<file path="src/logic/hmbx_pkg.sv">
/*
  Package of the host mailbox status block: register selects, bit
  positions, reset values and the carrier types shared by the design.
  Assumes both processors reach the block through the select codes
  below and that each access is a single-cycle strobe.
*/
// Summary of operation
// RULE_01 - Channel-two output-full is status bit 0, resets 0, set while data uncollected.
// RULE_02 - A slave write of channel-two output data sets channel-two output-full.
// RULE_03 - Host read of channel-two output data, or slave writing 0, clears it.
// RULE_04 - A slave read of channel-two input data clears channel-two input-full.
// RULE_05 - A host write of channel-two input data sets channel-two input-full.
// RULE_06 - Slave-writable output-full flags accept only 0; writing 1 leaves them unchanged.
// RULE_07 - Status three shows the bidirectional layout when enabled or layout select is 0.
// RULE_08 - Bidirectional input-full is status three bit 7, resets 0, interrupts the slave.
// RULE_09 - Host write of bidirectional register 15 sets it; slave read clears it.
// RULE_10 - Bidirectional output-full is status three bit 6, resets 0.
// RULE_11 - A slave write of bidirectional register 15 sets bidirectional output-full.
// RULE_12 - Host read of register 15, or slave writing 0, clears bidirectional output-full.
// RULE_13 - Read-only host block write mode flag is status three bit 5, resets 0.
// RULE_14 - Host write of register 0 sets it when slave mode is 0; slave reads 15 clear.
// RULE_15 - Channel-two input-full is status bit 1 and interrupts the slave.
// RULE_16 - Host write to channel-two input captures address bit 2 into status bit 3.
// RULE_17 - Host status accesses are read-only; reads never alter any flag.

`default_nettype none

package hmbx_pkg;

  // ----------------------------------------------------------------
  // Register selects
  // ----------------------------------------------------------------
  localparam logic [4:0] SEL_BIDIR_FIRST = 5'h00;
  localparam logic [4:0] SEL_BIDIR_LAST  = 5'h0F;
  localparam logic [4:0] SEL_C2_DATA     = 5'h10;
  localparam logic [4:0] SEL_C2_STATUS   = 5'h11;
  localparam logic [4:0] SEL_BI_STATUS   = 5'h12;
  localparam logic [4:0] SEL_CONTROL     = 5'h13;

  // ----------------------------------------------------------------
  // Bit positions and reset values
  // ----------------------------------------------------------------
  localparam int C2_OUT_FULL_BIT = 0;
  localparam int C2_IN_FULL_BIT  = 1;
  localparam int C2_CMD_BIT      = 3;
  localparam int BI_IN_FULL_BIT  = 7;
  localparam int BI_OUT_FULL_BIT = 6;
  localparam int HOST_MODE_BIT   = 5;
  localparam int SLAVE_MODE_BIT  = 4;
  localparam int CTRL_ENABLE_BIT = 0;
  localparam int CTRL_LAYOUT_BIT = 1;
  localparam logic [7:0] RESET_BYTE = 8'h00;
  localparam int FIFO_DEPTH = 16;

  // ----------------------------------------------------------------
  // Carrier types
  // ----------------------------------------------------------------
  typedef struct packed {
    logic [4:0] sel;
    logic       io_a2;
    logic [7:0] data;
  } hmbx_hwr_t;

  typedef struct packed {
    logic c2_in_full;
    logic c2_out_full;
    logic c2_cmd;
    logic bi_in_full;
    logic bi_out_full;
    logic host_mode;
  } hmbx_flags_t;

endpackage : hmbx_pkg

`default_nettype wire

</file>
<file path="src/logic/hmbx_top.sv">
/*
  Host mailbox status block: channel-two data and status, sixteen
  bidirectional data registers with their status, a write FIFO for
  host write cycles.
  Assumes host and slave strobes are synchronous to mclk, one cycle
  long, and that the slave write mode flag comes from outside.
*/
`timescale 1ns/10ps
`default_nettype none

// ------------------------------------------------------------------
// Host write FIFO
// ------------------------------------------------------------------
module hmbx_fifo #(
  parameter int WIDTH = 14,
  parameter int DEPTH = 16
) (
  // Clock and control.
  input  wire logic             mclk,
  input  wire logic             rst,
  input  wire logic             ce,
  // Filling side.
  input  wire logic             in_valid,
  output var  logic             in_ready,
  input  wire logic [WIDTH-1:0] in_data,
  // Draining side.
  output logic                  out_valid,
  input  wire logic             out_ready,
  output logic [WIDTH-1:0]      out_data
);
  localparam int AW = $clog2(DEPTH);

  logic [WIDTH-1:0]  mem [DEPTH];
  logic [AW-1:0]     wptr_q;
  logic [AW-1:0]     rptr_q;
  logic [AW:0]       count_q;
  logic [AW:0]       count_d;
  logic              push;
  logic              pop;

  // Refused at elaboration: the pointers only wrap cleanly at a power of two.
  if (DEPTH < 2 || (1 << AW) != DEPTH)
  begin : g_bad_depth
    $error("hmbx_fifo: DEPTH must be a power of two, at least 2.");
  end

  // Handshakes on both sides; ready is a flop so it never glitches.
  assign push      = in_valid && in_ready;
  assign pop       = out_valid && out_ready;
  assign out_valid = (count_q != '0);
  assign out_data  = mem[rptr_q];
  assign count_d   = count_q + (AW+1)'(push) - (AW+1)'(pop);

  // Storage is written without reset; only pointers, count and ready need a value.
  always_ff @(posedge mclk)
  begin
    if (ce && push)
      mem[wptr_q] <= in_data;
  end

  // Pointers, fill count and the registered ready.
  always_ff @(posedge mclk)
  begin
    if (rst)
    begin
      wptr_q   <= '0;
      rptr_q   <= '0;
      count_q  <= '0;
      in_ready <= 1'b1;
    end
    else if (ce)
    begin
      if (push)
        wptr_q <= wptr_q + AW'(1);
      if (pop)
        rptr_q <= rptr_q + AW'(1);
      count_q  <= count_d;
      in_ready <= (count_d != (AW+1)'(DEPTH));
    end
  end
endmodule : hmbx_fifo

// ------------------------------------------------------------------
// Mailbox top
// ------------------------------------------------------------------
module hmbx_top #(
  parameter int FIFO_WORDS = hmbx_pkg::FIFO_DEPTH
) (
  // Clock, reset and enable.
  input  wire logic                mclk,
  input  wire logic                rst,
  input  wire logic                ce,
  // Host write cycles, queued.
  input  wire logic                host_wr_valid,
  output var  logic                host_wr_ready,
  input  wire hmbx_pkg::hmbx_hwr_t host_wr,
  // Host read cycles.
  input  wire logic                host_rd,
  input  wire logic [4:0]          host_rd_sel,
  output var  logic [7:0]          host_rdata_q,
  // Slave processor accesses.
  input  wire logic                slv_wr,
  input  wire logic                slv_rd,
  input  wire logic [4:0]          slv_sel,
  input  wire logic [7:0]          slv_wdata,
  output var  logic [7:0]          slv_rdata_q,
  // Slave write mode flag from the block that owns it.
  input  wire logic                slave_block_write_mode,
  // Status and interrupt requests to the slave.
  output var  logic [7:0]          channel_two_status_q,
  output var  logic [7:0]          bidirectional_channel_status_q,
  output var  logic                c2_input_irq_q,
  output var  logic                bidir_input_irq_q
);
  import hmbx_pkg::*;

  hmbx_flags_t f_q;
  hmbx_flags_t f_d;
  hmbx_hwr_t   hw;
  logic        hw_valid;
  logic        drain_rdy;
  logic        hw_go;
  logic [1:0]  ctrl_q;
  logic [1:0]  ctrl_d;
  logic [7:0]  c2_in_data_q;
  logic [7:0]  c2_out_data_q;
  logic [7:0]  bidir_q [16];

  // Refused at elaboration; the queue checks the power-of-two rule itself.
  if (FIFO_WORDS < 2)
  begin : g_bad_words
    $error("hmbx_top: FIFO_WORDS must be at least 2.");
  end

  // ----------------------------------------------------------------
  // Status composition
  // ----------------------------------------------------------------
  function automatic logic [7:0] st2(input hmbx_flags_t f);
    logic [7:0] v;
    v = RESET_BYTE;
    v[C2_OUT_FULL_BIT] = f.c2_out_full; // RULE_01
    v[C2_IN_FULL_BIT]  = f.c2_in_full;  // RULE_15
    v[C2_CMD_BIT]      = f.c2_cmd;
    return v;
  endfunction : st2

  function automatic logic [7:0] st3(input hmbx_flags_t f, input logic [1:0] c,
                                     input logic swm);
    logic [7:0] v;
    v = RESET_BYTE;
    // Other layout belongs to another channel and reads as zero here.
    if (c[CTRL_ENABLE_BIT] || !c[CTRL_LAYOUT_BIT]) // RULE_07
    begin
      v[BI_IN_FULL_BIT]  = f.bi_in_full;  // RULE_08
      v[BI_OUT_FULL_BIT] = f.bi_out_full; // RULE_10
      v[HOST_MODE_BIT]   = f.host_mode;   // RULE_13
      v[SLAVE_MODE_BIT]  = swm;
    end
    return v;
  endfunction : st3

  // ----------------------------------------------------------------
  // Host write queue
  // ----------------------------------------------------------------
  // The slave wins the register file; host writes wait in the FIFO.
  assign drain_rdy = !(slv_wr || slv_rd);
  assign hw_go     = hw_valid && drain_rdy;

  hmbx_fifo #(
    .WIDTH ($bits(hmbx_hwr_t)),
    .DEPTH (FIFO_WORDS)
  ) u_fifo (
    .mclk      (mclk),
    .rst       (rst),
    .ce        (ce),
    .in_valid  (host_wr_valid),
    .in_ready  (host_wr_ready),
    .in_data   (host_wr),
    .out_valid (hw_valid),
    .out_ready (drain_rdy),
    .out_data  (hw)
  );

  // ----------------------------------------------------------------
  // Flag next state; every set wins over a clear in the same cycle
  // ----------------------------------------------------------------
  always_comb
  begin
    f_d = f_q;
    // Channel-two output side.
    if ((host_rd && host_rd_sel == SEL_C2_DATA) ||
        (slv_wr && slv_sel == SEL_C2_STATUS && !slv_wdata[C2_OUT_FULL_BIT])) // RULE_06
      f_d.c2_out_full = 1'b0; // RULE_03
    if (slv_wr && slv_sel == SEL_C2_DATA)
      f_d.c2_out_full = 1'b1; // RULE_02
    // Channel-two input side.
    if (slv_rd && slv_sel == SEL_C2_DATA)
      f_d.c2_in_full = 1'b0; // RULE_04
    if (hw_go && hw.sel == SEL_C2_DATA)
    begin
      f_d.c2_in_full = 1'b1;     // RULE_05
      f_d.c2_cmd     = hw.io_a2; // RULE_16
    end
    // Bidirectional input side and host block write mode.
    if (slv_rd && slv_sel == SEL_BIDIR_LAST)
    begin
      f_d.bi_in_full = 1'b0; // RULE_09
      f_d.host_mode  = 1'b0; // RULE_14
    end
    if (hw_go && hw.sel == SEL_BIDIR_LAST)
      f_d.bi_in_full = 1'b1; // RULE_09
    if (hw_go && hw.sel == SEL_BIDIR_FIRST && !slave_block_write_mode)
      f_d.host_mode = 1'b1; // RULE_14
    // Bidirectional output side.
    if ((host_rd && host_rd_sel == SEL_BIDIR_LAST) ||
        (slv_wr && slv_sel == SEL_BI_STATUS && !slv_wdata[BI_OUT_FULL_BIT])) // RULE_06
      f_d.bi_out_full = 1'b0; // RULE_12
    if (slv_wr && slv_sel == SEL_BIDIR_LAST)
      f_d.bi_out_full = 1'b1; // RULE_11
    // Host writes to status selects fall through untouched.
  end

  assign ctrl_d = (slv_wr && slv_sel == SEL_CONTROL) ?
                  slv_wdata[1:0] : ctrl_q;

  // ----------------------------------------------------------------
  // Flags, control and status outputs
  // ----------------------------------------------------------------
  // Outputs are loaded from next values so they always match the flags.
  always_ff @(posedge mclk)
  begin
    if (rst)
    begin
      f_q                            <= '0;
      ctrl_q                         <= '0;
      channel_two_status_q           <= RESET_BYTE;
      bidirectional_channel_status_q <= RESET_BYTE;
      c2_input_irq_q                 <= 1'b0;
      bidir_input_irq_q              <= 1'b0;
    end
    else if (ce)
    begin
      f_q                            <= f_d;
      ctrl_q                         <= ctrl_d;
      channel_two_status_q           <= st2(f_d);
      bidirectional_channel_status_q <= st3(f_d, ctrl_d, slave_block_write_mode);
      c2_input_irq_q                 <= f_d.c2_in_full; // RULE_15
      bidir_input_irq_q              <= f_d.bi_in_full; // RULE_08
    end
  end

  // ----------------------------------------------------------------
  // Data registers
  // ----------------------------------------------------------------
  // Both processors share the bidirectional bytes; the slave has the port
  // in any cycle it accesses, so they never collide.
  always_ff @(posedge mclk)
  begin
    if (rst)
    begin
      c2_in_data_q  <= RESET_BYTE;
      c2_out_data_q <= RESET_BYTE;
      for (int i = 0; i < 16; i++)
        bidir_q[i] <= RESET_BYTE;
    end
    else if (ce)
    begin
      if (hw_go && hw.sel == SEL_C2_DATA)
        c2_in_data_q <= hw.data;
      if (slv_wr && slv_sel == SEL_C2_DATA)
        c2_out_data_q <= slv_wdata;
      if (hw_go && hw.sel <= SEL_BIDIR_LAST)
        bidir_q[hw.sel[3:0]] <= hw.data;
      if (slv_wr && slv_sel <= SEL_BIDIR_LAST)
        bidir_q[slv_sel[3:0]] <= slv_wdata;
    end
  end

  // ----------------------------------------------------------------
  // Read data, one cycle after the strobe
  // ----------------------------------------------------------------
  always_ff @(posedge mclk)
  begin
    if (rst)
    begin
      host_rdata_q <= RESET_BYTE;
      slv_rdata_q  <= RESET_BYTE;
    end
    else if (ce)
    begin
      if (host_rd)
      begin
        if (host_rd_sel <= SEL_BIDIR_LAST)
          host_rdata_q <= bidir_q[host_rd_sel[3:0]];
        else if (host_rd_sel == SEL_C2_DATA)
          host_rdata_q <= c2_out_data_q;
        else if (host_rd_sel == SEL_C2_STATUS)
          host_rdata_q <= st2(f_q); // RULE_17
        else if (host_rd_sel == SEL_BI_STATUS)
          host_rdata_q <= st3(f_q, ctrl_q, slave_block_write_mode);
        else
          host_rdata_q <= RESET_BYTE;
      end
      if (slv_rd)
      begin
        if (slv_sel <= SEL_BIDIR_LAST)
          slv_rdata_q <= bidir_q[slv_sel[3:0]];
        else if (slv_sel == SEL_C2_DATA)
          slv_rdata_q <= c2_in_data_q;
        else if (slv_sel == SEL_C2_STATUS)
          slv_rdata_q <= st2(f_q);
        else if (slv_sel == SEL_BI_STATUS)
          slv_rdata_q <= st3(f_q, ctrl_q, slave_block_write_mode);
        else if (slv_sel == SEL_CONTROL)
          slv_rdata_q <= {6'h00, ctrl_q};
        else
          slv_rdata_q <= RESET_BYTE;
      end
    end
  end
endmodule : hmbx_top

`default_nettype wire

</file>
<file path="config.mk">
export PLATFORM = sky130hd
export DESIGN_NAME = hmbx_top
export DESIGN_NICKNAME = d
export VERILOG_FILES = /design/src/logic/hmbx_pkg.sv /design/src/logic/hmbx_top.sv
export SDC_FILE = /design/constraint.sdc
export NUM_CORES = 1
export LEC_CHECK = 0
export ABC_AREA = 1
export BUFFER_PORTS_ARGS = -buffer_cell sky130_fd_sc_hd__buf_2
export CORE_ASPECT_RATIO = 0.75
export CORE_MARGIN = 4
export CORE_UTILIZATION = 37
export DETAILED_ROUTE_END_ITERATION = 8
export PLACE_DENSITY_LB_ADDON = 0.2
export REMOVE_ABC_BUFFERS = 1
export SLEW_MARGIN = 15
export SYNTH_ARGS = -nofsm -noshare
export SYNTH_HDL_FRONTEND = slang
export SYNTH_SLANG_ARGS = --single-unit
</file>
<file path="constraint.sdc">
create_clock -name mclk -period 3.4 [get_ports mclk]
set_clock_uncertainty 0.2 [all_clocks]
set_input_delay 0.68 -clock mclk [delete_from_list [all_inputs] [get_ports mclk]]
set_output_delay 0.68 -clock mclk [all_outputs]
set_load 0.03 [all_outputs]
</file>
==> results of run 1 <==
==> through the flow <==
stage / total power [mW] / hold slack, ps / area, um^2 / setup slack [ps]
global route: 12.34 / 193.5 / 22120 / 34.87
finish: 11.91 / 172.8 / 22120 / 263.9
detailed placement: 7.001 / 250.5 / 20610 / 135.8
global placement: 6.986 / 244.6 / 20610 / 182.4
floorplan: 6.472 / 231.6 / 18590 / -2147
CTS: 11.99 / 143.6 / 22110 / 150.7
==> power groups by stage <==
stage	Sequential, mW	Clock [mW]	Combinational [mW]
global route	5.68	5.31	1.35
finish	5.67	4.99	1.24
global placement	5.78	0	1.21
detailed placement	5.78	0	1.22
floorplan	5.81	0	0.666
CTS	5.67	5.09	1.22
==> worst register-to-register path, stage by stage, from the launching register on <==
cell and delay [ps]:
dfxtp_1 320, inv_2 400, buf_4 340, nor2_1 70, o21ai_1 70, nand3_1 80, nand3_1 190, nand3_1 160
o21ai_4 160, nand2_4 200, nor2_1 160, nand2_2 130, nand2_1 310
==> per-layer routing <==
| layer | up-vias | GRT usage |
|---|---|---|
| met3 | 93 | 0.05118 |
| met1 | 7003 | 0.3161 |
| met5 | - | 0 |
| met4 | 4 | 0.06163 |
| met2 | 548 | 0.2880 |
| li1 | 6558 | - |
==> cells in the final DEF (no fill, tap or decap), types with 3 or more instances in the layout <==
cell and instances:
bufinv_16 6, nor3_2 71, clkbuf_1 12, a22oi_1 62, clkinv_1 10, o21ai_0 134
nor2_2 27, a221oi_1 4, nand2_1 264, nand3_4 3, ha_1 11, buf_4 85
xor2_1 3, buf_2 65, a21oi_1 52, nand3_1 83, o211ai_1 11, edfxtp_1 352
a31oi_1 5, o21ai_4 3, nor3_1 13, buf_12 6, nand4_2 3, clkbuf_16 45
conb_1 9, o22ai_1 31, nand2_2 5, dfxtp_1 61, nor2_1 165, nand4_1 4
o221ai_1 88, o21ai_1 11, clkinv_2 5, inv_1 153, nand2_4 5, inv_2 7
o21ai_2 7
==> layout make-up <==
| class | instances | share of cell area |
|---|---|---|
| clock buffers | 58 | 0.05358 |
| multi-input cells | 1089 | 0.2810 |
| repair buffers | 157 | 0.04950 |
| well taps | 703 | 0.03977 |
| diodes | 1 | 0.0001132 |
| inverters | 162 | 0.02761 |
| clock inverters | 24 | 0.01414 |
| flip-flops and latches | 414 | 0.5343 |
==> final timing paths <==
check / from / end / slack (ps) / cells after the start
max: flip-flop / bidir_q[7][5] / 260 / 12
min: slv_wdata[2] / c2_out_data_q[2] / 170 / 3
max reg2reg: flip-flop / bidir_q[7][5] / 260 / 12
min reg2reg: c2_out_data_q[6] / c2_out_data_q[6] / 260 / 2
==> sequential cells by signal (all words and copies together), names as in the netlist, 4 cells and up, named ones only <==
name,flops
u_fifo.mem,224
bidir_q,128
c2_in_data_q,8
c2_out_data_q,8
host_rdata_q,8
slv_rdata_q,8
u_fifo.count_q,5
bidirectional_channel_status_q,4
f_q,4
u_fifo.rptr_q,4
u_fifo.wptr_q,4
==> timing repair <==
action	in CTS	in global routing
endpoints found under the setup margin	0	34
resized for setup	0	2
setup buffers	0	0
==> kinds of logic (layout without fill, tap and decap cells) <==
kind of cell	after synthesis	in the layout	share of synthesized area
AND/OR/NAND/NOR	650	650	0.1659
flip-flops	414	414	0.6131
AO/OA/AOI/OAI	413	413	0.1419
buffers and inverters	282	401	0.06846
adder cells (fa/ha/maj)	12	12	0.008183
XOR/XNOR	5	5	0.002274
other	1	10	0.0001947
==> results.toml, run 1 <==
[floorplanning]
die_h_um = 205.6
dieArea_um2 = 55820
die_w_um = 271.5
num_rows = 72
core_um2 = 51530
io_pins = 75
start_util = 0.3739

[placed_design]
gp_congestion = 0.9548
dp.cells = 2525
hpwlAfterDp_um = 39870
io_buffers = 65

[finish]
multi_input_area_um2 = 6215
syn_to_final_growth_pct = 14.80
fill_cells = 4902
ff_latch_area_um2 = 11820
fin_cells = 2608
fin_util = 0.4292
nets = 1921
drive_gt1_frac = 0.1880

[setup_path]
worst-setup-path-type = "reg2reg"
slowest_delay_ps = 400
cp.required_ps = 3440
worstSetupEndpointType = "flip-flop"
arrival_ps = 3180
cpLargestDelayFamily = "simple AND/OR/NAND/NOR gates"
slowest_stage = "inv_2"
cp_num_buf_inv = 2
cp_max_fo = 27
crit_chain = "inv_2 > buf_4 > nor2_1 > o21ai_1 > nand3_1 > nand3_1 > nand3_1 > o21ai_4 > nand2_4 > nor2_1 > nand2_2 > nand2_1"
setup.worst_path.start_class = "flip-flop"
cpMostUsedCell = "nand3_1"

[status]
status = "finished, final reports clean"

[drt]
routedWlPerCell_um = 22.26
drc = 0
wl_met1_um = 27720
via_per_inst = 5.447
ant_nets = 0
routed_wl_um = 58060
routed-wl-met3_um = 4987
vias = 14210
dr.pass1.iters = 6
highest_layer = "met5"
wl_met2_um = 23900
drt_iter0_drc = 1495

[synthesis]
synth_top_area_cell = "edfxtp_1"
async_reset_ff_frac = 0
netlist_area_um2 = 19260
synth-seq-cells = 414
synth_ff_type = "edfxtp_1"
synth_warnings = 0
synth.top_cells.by_area = "edfxtp_1, dfxtp_1, nand2_1"
yosysMostFrequentCell = "edfxtp_1"
avgSynthCellArea_um2 = 10.84
synth.distinct_cells = 49
synth-seq-area-share = 0.6131
synth_enable_flop_cells = 352
synthCells = 1777
netlist_top_cells_count = "edfxtp_1, nand2_1, nor2_1"
synth_top_area_frac = 0.5487

[clocking]
cts-root-buf = "clkbuf_16"
hold_buffers = 0
clkTransAtPathRegs_ps = 60
cts.sinks = 414
cts_buffer_depth = 3
clk_latency_ps = 600
cts_tree = "yes"
cts_max_level = 2
cts_buffers = 45

[pwr]
ir_drop_v = 0.0003542
power_frac_clock = 0.420
p_comb_frac = 0.104
seq_power_share = 0.477
p_int_mw = 8.873
p_sw_mw = 3.033
swShare = 0.2547
cellPowerDensity_nw_per_um2 = 538.3
static-leakage-power_nw = 7.977

[sta]
tightest_slew_ps = 657.6
period_share = 0.9224
rsz0062_at_grt = "no"
report.final.slew_viol_count = 0
final.min_clock_period_ps = 3136
setup_viol = 0
fmax_mhz = 318.9
final.setup.tns_ps = 0
finalHoldViolations = 0
relSlewSlack = 0.5616

[global_routing]
grt_start_max_net_pins = 58
grt_pass1_wl_um = 87300
track_usage = 0.2067
gr-total-overflow = 0
grt_pass1_vias = 13650
antenna_found_initial = 3

[flow_run]
max_cap_violations = 0

[min_path]
hp-class = "in2reg"
(Power assumes the default switching activity.)
==> inputs of run 2 (changes only) <==
--- a/config.mk
+++ b/config.mk
@@ -6,11 +6,11 @@
 export NUM_CORES = 1
 export LEC_CHECK = 0
 export ABC_AREA = 1
-export BUFFER_PORTS_ARGS = -buffer_cell sky130_fd_sc_hd__buf_2
 export CORE_ASPECT_RATIO = 0.75
 export CORE_MARGIN = 4
 export CORE_UTILIZATION = 37
 export DETAILED_ROUTE_END_ITERATION = 8
+export DONT_BUFFER_PORTS = 1
 export PLACE_DENSITY_LB_ADDON = 0.2
 export REMOVE_ABC_BUFFERS = 1
 export SLEW_MARGIN = 15
==> results.toml, run 2 (synthesized netlist as in run 1, its figures left out) <==
[finish]
layout_commonest_cell = "edfxtp_1"
layout_common_cells = "edfxtp_1, nand2_1, nor2_1, inv_1, o21ai_0"
nets = 1875
largest-register = "u_fifo.mem"
top_regs = "u_fifo.mem (224), bidir_q (128)"
syn_to_final_growth_pct = 13.44
largest_register_ffs = 224
antenna_cells = 0
drive_gt1_frac = 0.1580

[setup_path]
r2r_slack_ps = 220
slowest_stage = "dfxtp_4"
slowest_delay_ps = 380
cp_max_fo = 76
timing.rr.end = "bidir_q[1][3]"
worstSetupEndpointType = "flip-flop"
setup.worst_path.start_class = "flip-flop"
arrival_ps = 3270
crit_chain = "buf_16 > nand2_1 > nand3_1 > nand3_1 > nand3_1 > nand3_1 > nor2_1 > nand2_2 > nand2_8 > buf_4 > nand3_4 > o21ai_0 > buf_4"
worst-setup-path-type = "reg2reg"
cpMostUsedCell = "nand3_1"
crit_end = "bidir_q[1][3]"
ff2ff_path_depth = 13
cp.required_ps = 3490

[clocking]
cts.sinks = 414
cts_max_level = 2
cts-root-buf = "clkbuf_16"
cts_tree = "yes"
clkTransAtPathRegs_ps = 60
cts_buffers = 43
cts_buffer_depth = 3
clk_latency_ps = 590

[placed_design]
gp_congestion = 0.9864
hpwlAfterDp_um = 40990
io_buffers = 0

[sta]
hold_ws_ps = 39.22
setup_viol = 0
tightest_slew_ps = 971.4
finalHoldViolations = 0
rsz0062_at_grt = "no"
report.final.slew_viol_count = 0
fmax_mhz = 314.9
relSlewSlack = 0.3481
final.min_clock_period_ps = 3175
period_share = 0.9339

[flow_run]
max_cap_violations = 0

[drt]
routedWlPerCell_um = 23.53
vias = 14180
via_per_inst = 5.544
dr.pass1.iters = 6
ant_nets = 0
drt_iter0_drc = 1585
routed_wl_um = 60160
drc = 0

[global_routing]
track_usage = 0.2112
grt_pass1_wl_um = 88020
gr-total-overflow = 0
grt_start_max_net_pins = 77
grt_pass1_vias = 13260
antenna_found_initial = 2

[floorplanning]
die_w_um = 271.5
die_h_um = 205.6
start_util = 0.3739
io_pins = 75
num_rows = 72
core_um2 = 51530
dieArea_um2 = 55820

[pwr]
p_int_mw = 8.582
ir_drop_v = 0.0003222
p_comb_frac = 0.104
p_total_mw = 11.54
power_frac_clock = 0.403
p_sw_mw = 2.963
swShare = 0.2567
static-leakage-power_nw = 7.727
cellPowerDensity_nw_per_um2 = 528.2
seq_power_share = 0.494

[min_path]
hp-class = "in2reg"
min_delay_path_depth = 2

[status]
status = "finished, final reports clean"
[run 2: power groups by stage]
stage / clock, mW / combinational [mW] / sequential, mW
finish: 4.65 / 1.20 / 5.70
global route: 4.93 / 1.29 / 5.71
CTS: 4.73 / 1.17 / 5.70
detailed placement: 0 / 1.11 / 5.81
global placement: 0 / 1.10 / 5.81
floorplan: 0 / 0.666 / 5.81
[run 2: what timing repair did]
item	in CTS	in global routing
endpoints found under the hold margin	244	0
hold buffers	16	0
buffers inserted	0	6
setup endpoints to repair	0	14
gates resized for setup	0	1
[run 2: metrics by stage]
stage               worst slack, ps  std cells  TNS (ps)    util  cell area (um^2)
finish                        224.9       2557         0  0.4241             21850
global route                  9.760       2557         0  0.4241             21850
CTS                           219.0       2551         0  0.4231             21800
detailed placement            153.4       2459         0  0.3935             20280
global placement             -136.2       2459     -1088  0.3935             20280
floorplan                     -2147       1665   -405160       -             18590
[run 2: area by class of cell]
| type | instances | area, um^2 |
|---|---|---|
| Sequential cell | 414 | 11820 |
| Clock buffer | 66 | 1260 |
| Fill cell | 4914 | 29670 |
| Timing Repair Buffer | 113 | 970.9 |
| Multi-Input combinational cell | 1089 | 6215 |
| Inverter | 162 | 610.6 |
| Clock inverter | 10 | 103.9 |
| Tap cell | 703 | 879.6 |
[run 2: layer usage]
layer	track usage	vias up	routed length, um
met5	0	-	23
met4	0.04715	4	1350
met3	0.05736	100	6186
met2	0.2988	682	24590
met1	0.3220	6923	28010
li1	-	6467	-
[run 2: worst min-delay path by stage]
stage                                 from                to
final                                   ce   u_fifo.in_ready
after global routing          slv_wdata[7]  c2_out_data_q[7]
after CTS                               ce   u_fifo.in_ready
after detailed placement  c2_out_data_q[6]  c2_out_data_q[6]
after global placement    c2_out_data_q[6]  c2_out_data_q[6]
after floorplan            c2_in_data_q[2]   c2_in_data_q[2]
[run 2: worst max-delay path, delay by kind of cell, from the launching register on]
kind	cells	cell delay [ps]
buffers and inverters	3	760
AND/OR/NAND/NOR	9	1210
flip-flops	1	380
AO/OA/AOI/OAI	1	310
==> inputs of run 3 (changes only) <==
--- a/config.mk
+++ b/config.mk
@@ -11,7 +11,7 @@
 export CORE_UTILIZATION = 37
 export DETAILED_ROUTE_END_ITERATION = 8
 export DONT_BUFFER_PORTS = 1
-export PLACE_DENSITY_LB_ADDON = 0.2
+export PLACE_DENSITY = 0.47
 export REMOVE_ABC_BUFFERS = 1
 export SLEW_MARGIN = 15
 export SYNTH_ARGS = -nofsm -noshare
==> results.toml, run 3 (synthesized netlist as in run 1, its figures left out) <==
[finish]
largest_register_ffs = 224
layout_common_cells = "edfxtp_1, nand2_1, nor2_1, inv_1, o21ai_0"
nets = 1862
top_regs = "u_fifo.mem (224), bidir_q (128)"
largest-register = "u_fifo.mem"
layout_commonest_cell = "edfxtp_1"
drive_gt1_frac = 0.1541
syn_to_final_growth_pct = 12.81
finish.instance_area_um2 = 21730

[drt]
drt_iter0_drc = 1479
ant_nets = 0
wl_met1_um = 29740
via_per_inst = 5.524
vias = 14080
routed_wl_um = 60850
routed-wl-met3_um = 5168
dr.pass1.iters = 6
routedWlPerCell_um = 23.88
wl_met2_um = 24870
drc = 0
highest_layer = "met5"

[setup_path]
slowest_stage = "dfxtp_4"
setup.worst_path.start_class = "flip-flop"
slowest_delay_ps = 360
crit_end = "bidir_q[7][3]"
ff2ff_path_depth = 14
path_depth = 14
cp_max_fo = 38
cp_num_buf_inv = 2
cp.required_ps = 3440
worstSetupEndpointType = "flip-flop"
r2r_slack_ps = 240
cpLargestDelayFamily = "simple AND/OR/NAND/NOR gates"
arrival_ps = 3200
timing.rr.end = "bidir_q[7][3]"
crit_chain = "inv_4 > buf_4 > nand2_1 > nand2_1 > nand2_1 > nand3_1 > nand3_1 > nand2_1 > nand2_1 > o21ai_2 > nand2_4 > nor2_1 > nand2_2 > nand2_1"
worst-setup-path-type = "reg2reg"
cpMostUsedCell = "nand2_1"

[status]
status = "finished, final reports clean"

[sta]
rsz0062_at_grt = "no"
setup_viol = 0
relSlewSlack = 0.3386
hold_ws_ps = 37.26
final.min_clock_period_ps = 3158
fmax_mhz = 316.6
tightest_slew_ps = 989.8
layout_setup_ws_ps = 241.7
report.final.slew_viol_count = 0
period_share = 0.9289
finalHoldViolations = 0

[global_routing]
grt_start_max_net_pins = 74
antenna_found_initial = 1
gr-total-overflow = 0
grt_pass1_vias = 13220
track_usage = 0.2145
grt_pass1_wl_um = 89490

[clocking]
cts_max_level = 2
cts_buffer_depth = 3
cts.sinks = 414
cts_buffers = 44
clkTransAtPathRegs_ps = 70
cts_tree = "yes"
cts-root-buf = "clkbuf_16"
clk_latency_ps = 580

[placed_design]
pre_cts_slack_ps = 192.9
gp_congestion = 0.9228
placed_cell_area_um2 = 20190
io_buffers = 0
hpwlAfterDp_um = 41050

[floorplanning]
die_w_um = 271.5
die_h_um = 205.6
dieArea_um2 = 55820
num_rows = 72
core_um2 = 51530
io_pins = 75
start_util = 0.3739

[flow_run]
max_cap_violations = 0

[pwr]
static-leakage-power_nw = 7.655
cellPowerDensity_nw_per_um2 = 530.9
ir_drop_v = 0.0003116

[min_path]
hp-class = "in2reg"
-- run 3: changes by cell type in the layout (fill, tap and decap cells not counted), sizes merged --
cell,change
buf,-14
clkinv,+5
inv,-1
clkbuf,-2
diode,+2
clkinvlp,+1
-- run 3: final cells by class --
type,instances,area (um^2)
sequential,414,11820
multi-input combinational,1089,6215
timing repair buffer,99,837.1
antenna,2,5.005
inverter,162,610.6
clock inverter,15,132.6
tap,703,879.6
fill,5001,29800
clock buffer,64,1237
-- run 3: repair_timing --
item | CTS | global route
buffers inserted | 0 | 0
hold endpoints to repair | 244 | 0
setup endpoints to repair | 0 | 48
hold buffers | 16 | 0
gates resized for setup | 0 | 2
-- run 3: power by group --
part / leakage, nW / internal (mW) / switching, mW
clock network: 0.671 / 2.62 / 2.04
logic: 3.14 / 0.307 / 0.865
registers: 3.85 / 5.61 / 0.0913
total: 7.66 / 8.54 / 3.00
-- run 3: how the worst min path moves through the flow --
stage / from / end / slack [ps] / cells past startpoint
4_1_cts: slv_wdata[7] / c2_out_data_q[7] / 10 / 2
2_1_floorplan: c2_in_data_q[2] / c2_in_data_q[2] / 230 / 2
3_5_place_dp: c2_out_data_q[6] / c2_out_data_q[6] / 250 / 2
3_3_place_gp: c2_out_data_q[6] / c2_out_data_q[6] / 240 / 2
5_1_grt: slv_wdata[2] / c2_out_data_q[2] / 30 / 2
6_report: slv_wdata[7] / c2_out_data_q[7] / 40 / 2
-- run 3: metal layers --
| layer | track usage | up-vias |
|---|---|---|
| met3 | 0.04675 | 72 |
| met5 | 0 | - |
| met2 | 0.3014 | 531 |
| li1 | - | 6447 |
| met1 | 0.3355 | 7023 |
| met4 | 0.04901 | 2 |
-- run 3: worst register-to-register path, delay by kind of cell (launching register included) --
kind	cells	cell delay [ps]
buffers and inverters	2	590
flip-flops	1	360
AO/OA/AOI/OAI	1	200
AND/OR/NAND/NOR	11	1480
-- run 3: per-stage QoR --
stage,power (mW),utilization,std cells,setup TNS (ps)
5_1_grt,11.95,0.4216,2546,0
4_1_cts,11.63,0.4216,2546,0
3_3_place_gp,6.904,0.3919,2451,0
6_report,11.54,0.4217,2548,0
2_1_floorplan,6.472,-,1665,-405160
3_5_place_dp,6.913,0.3919,2451,0
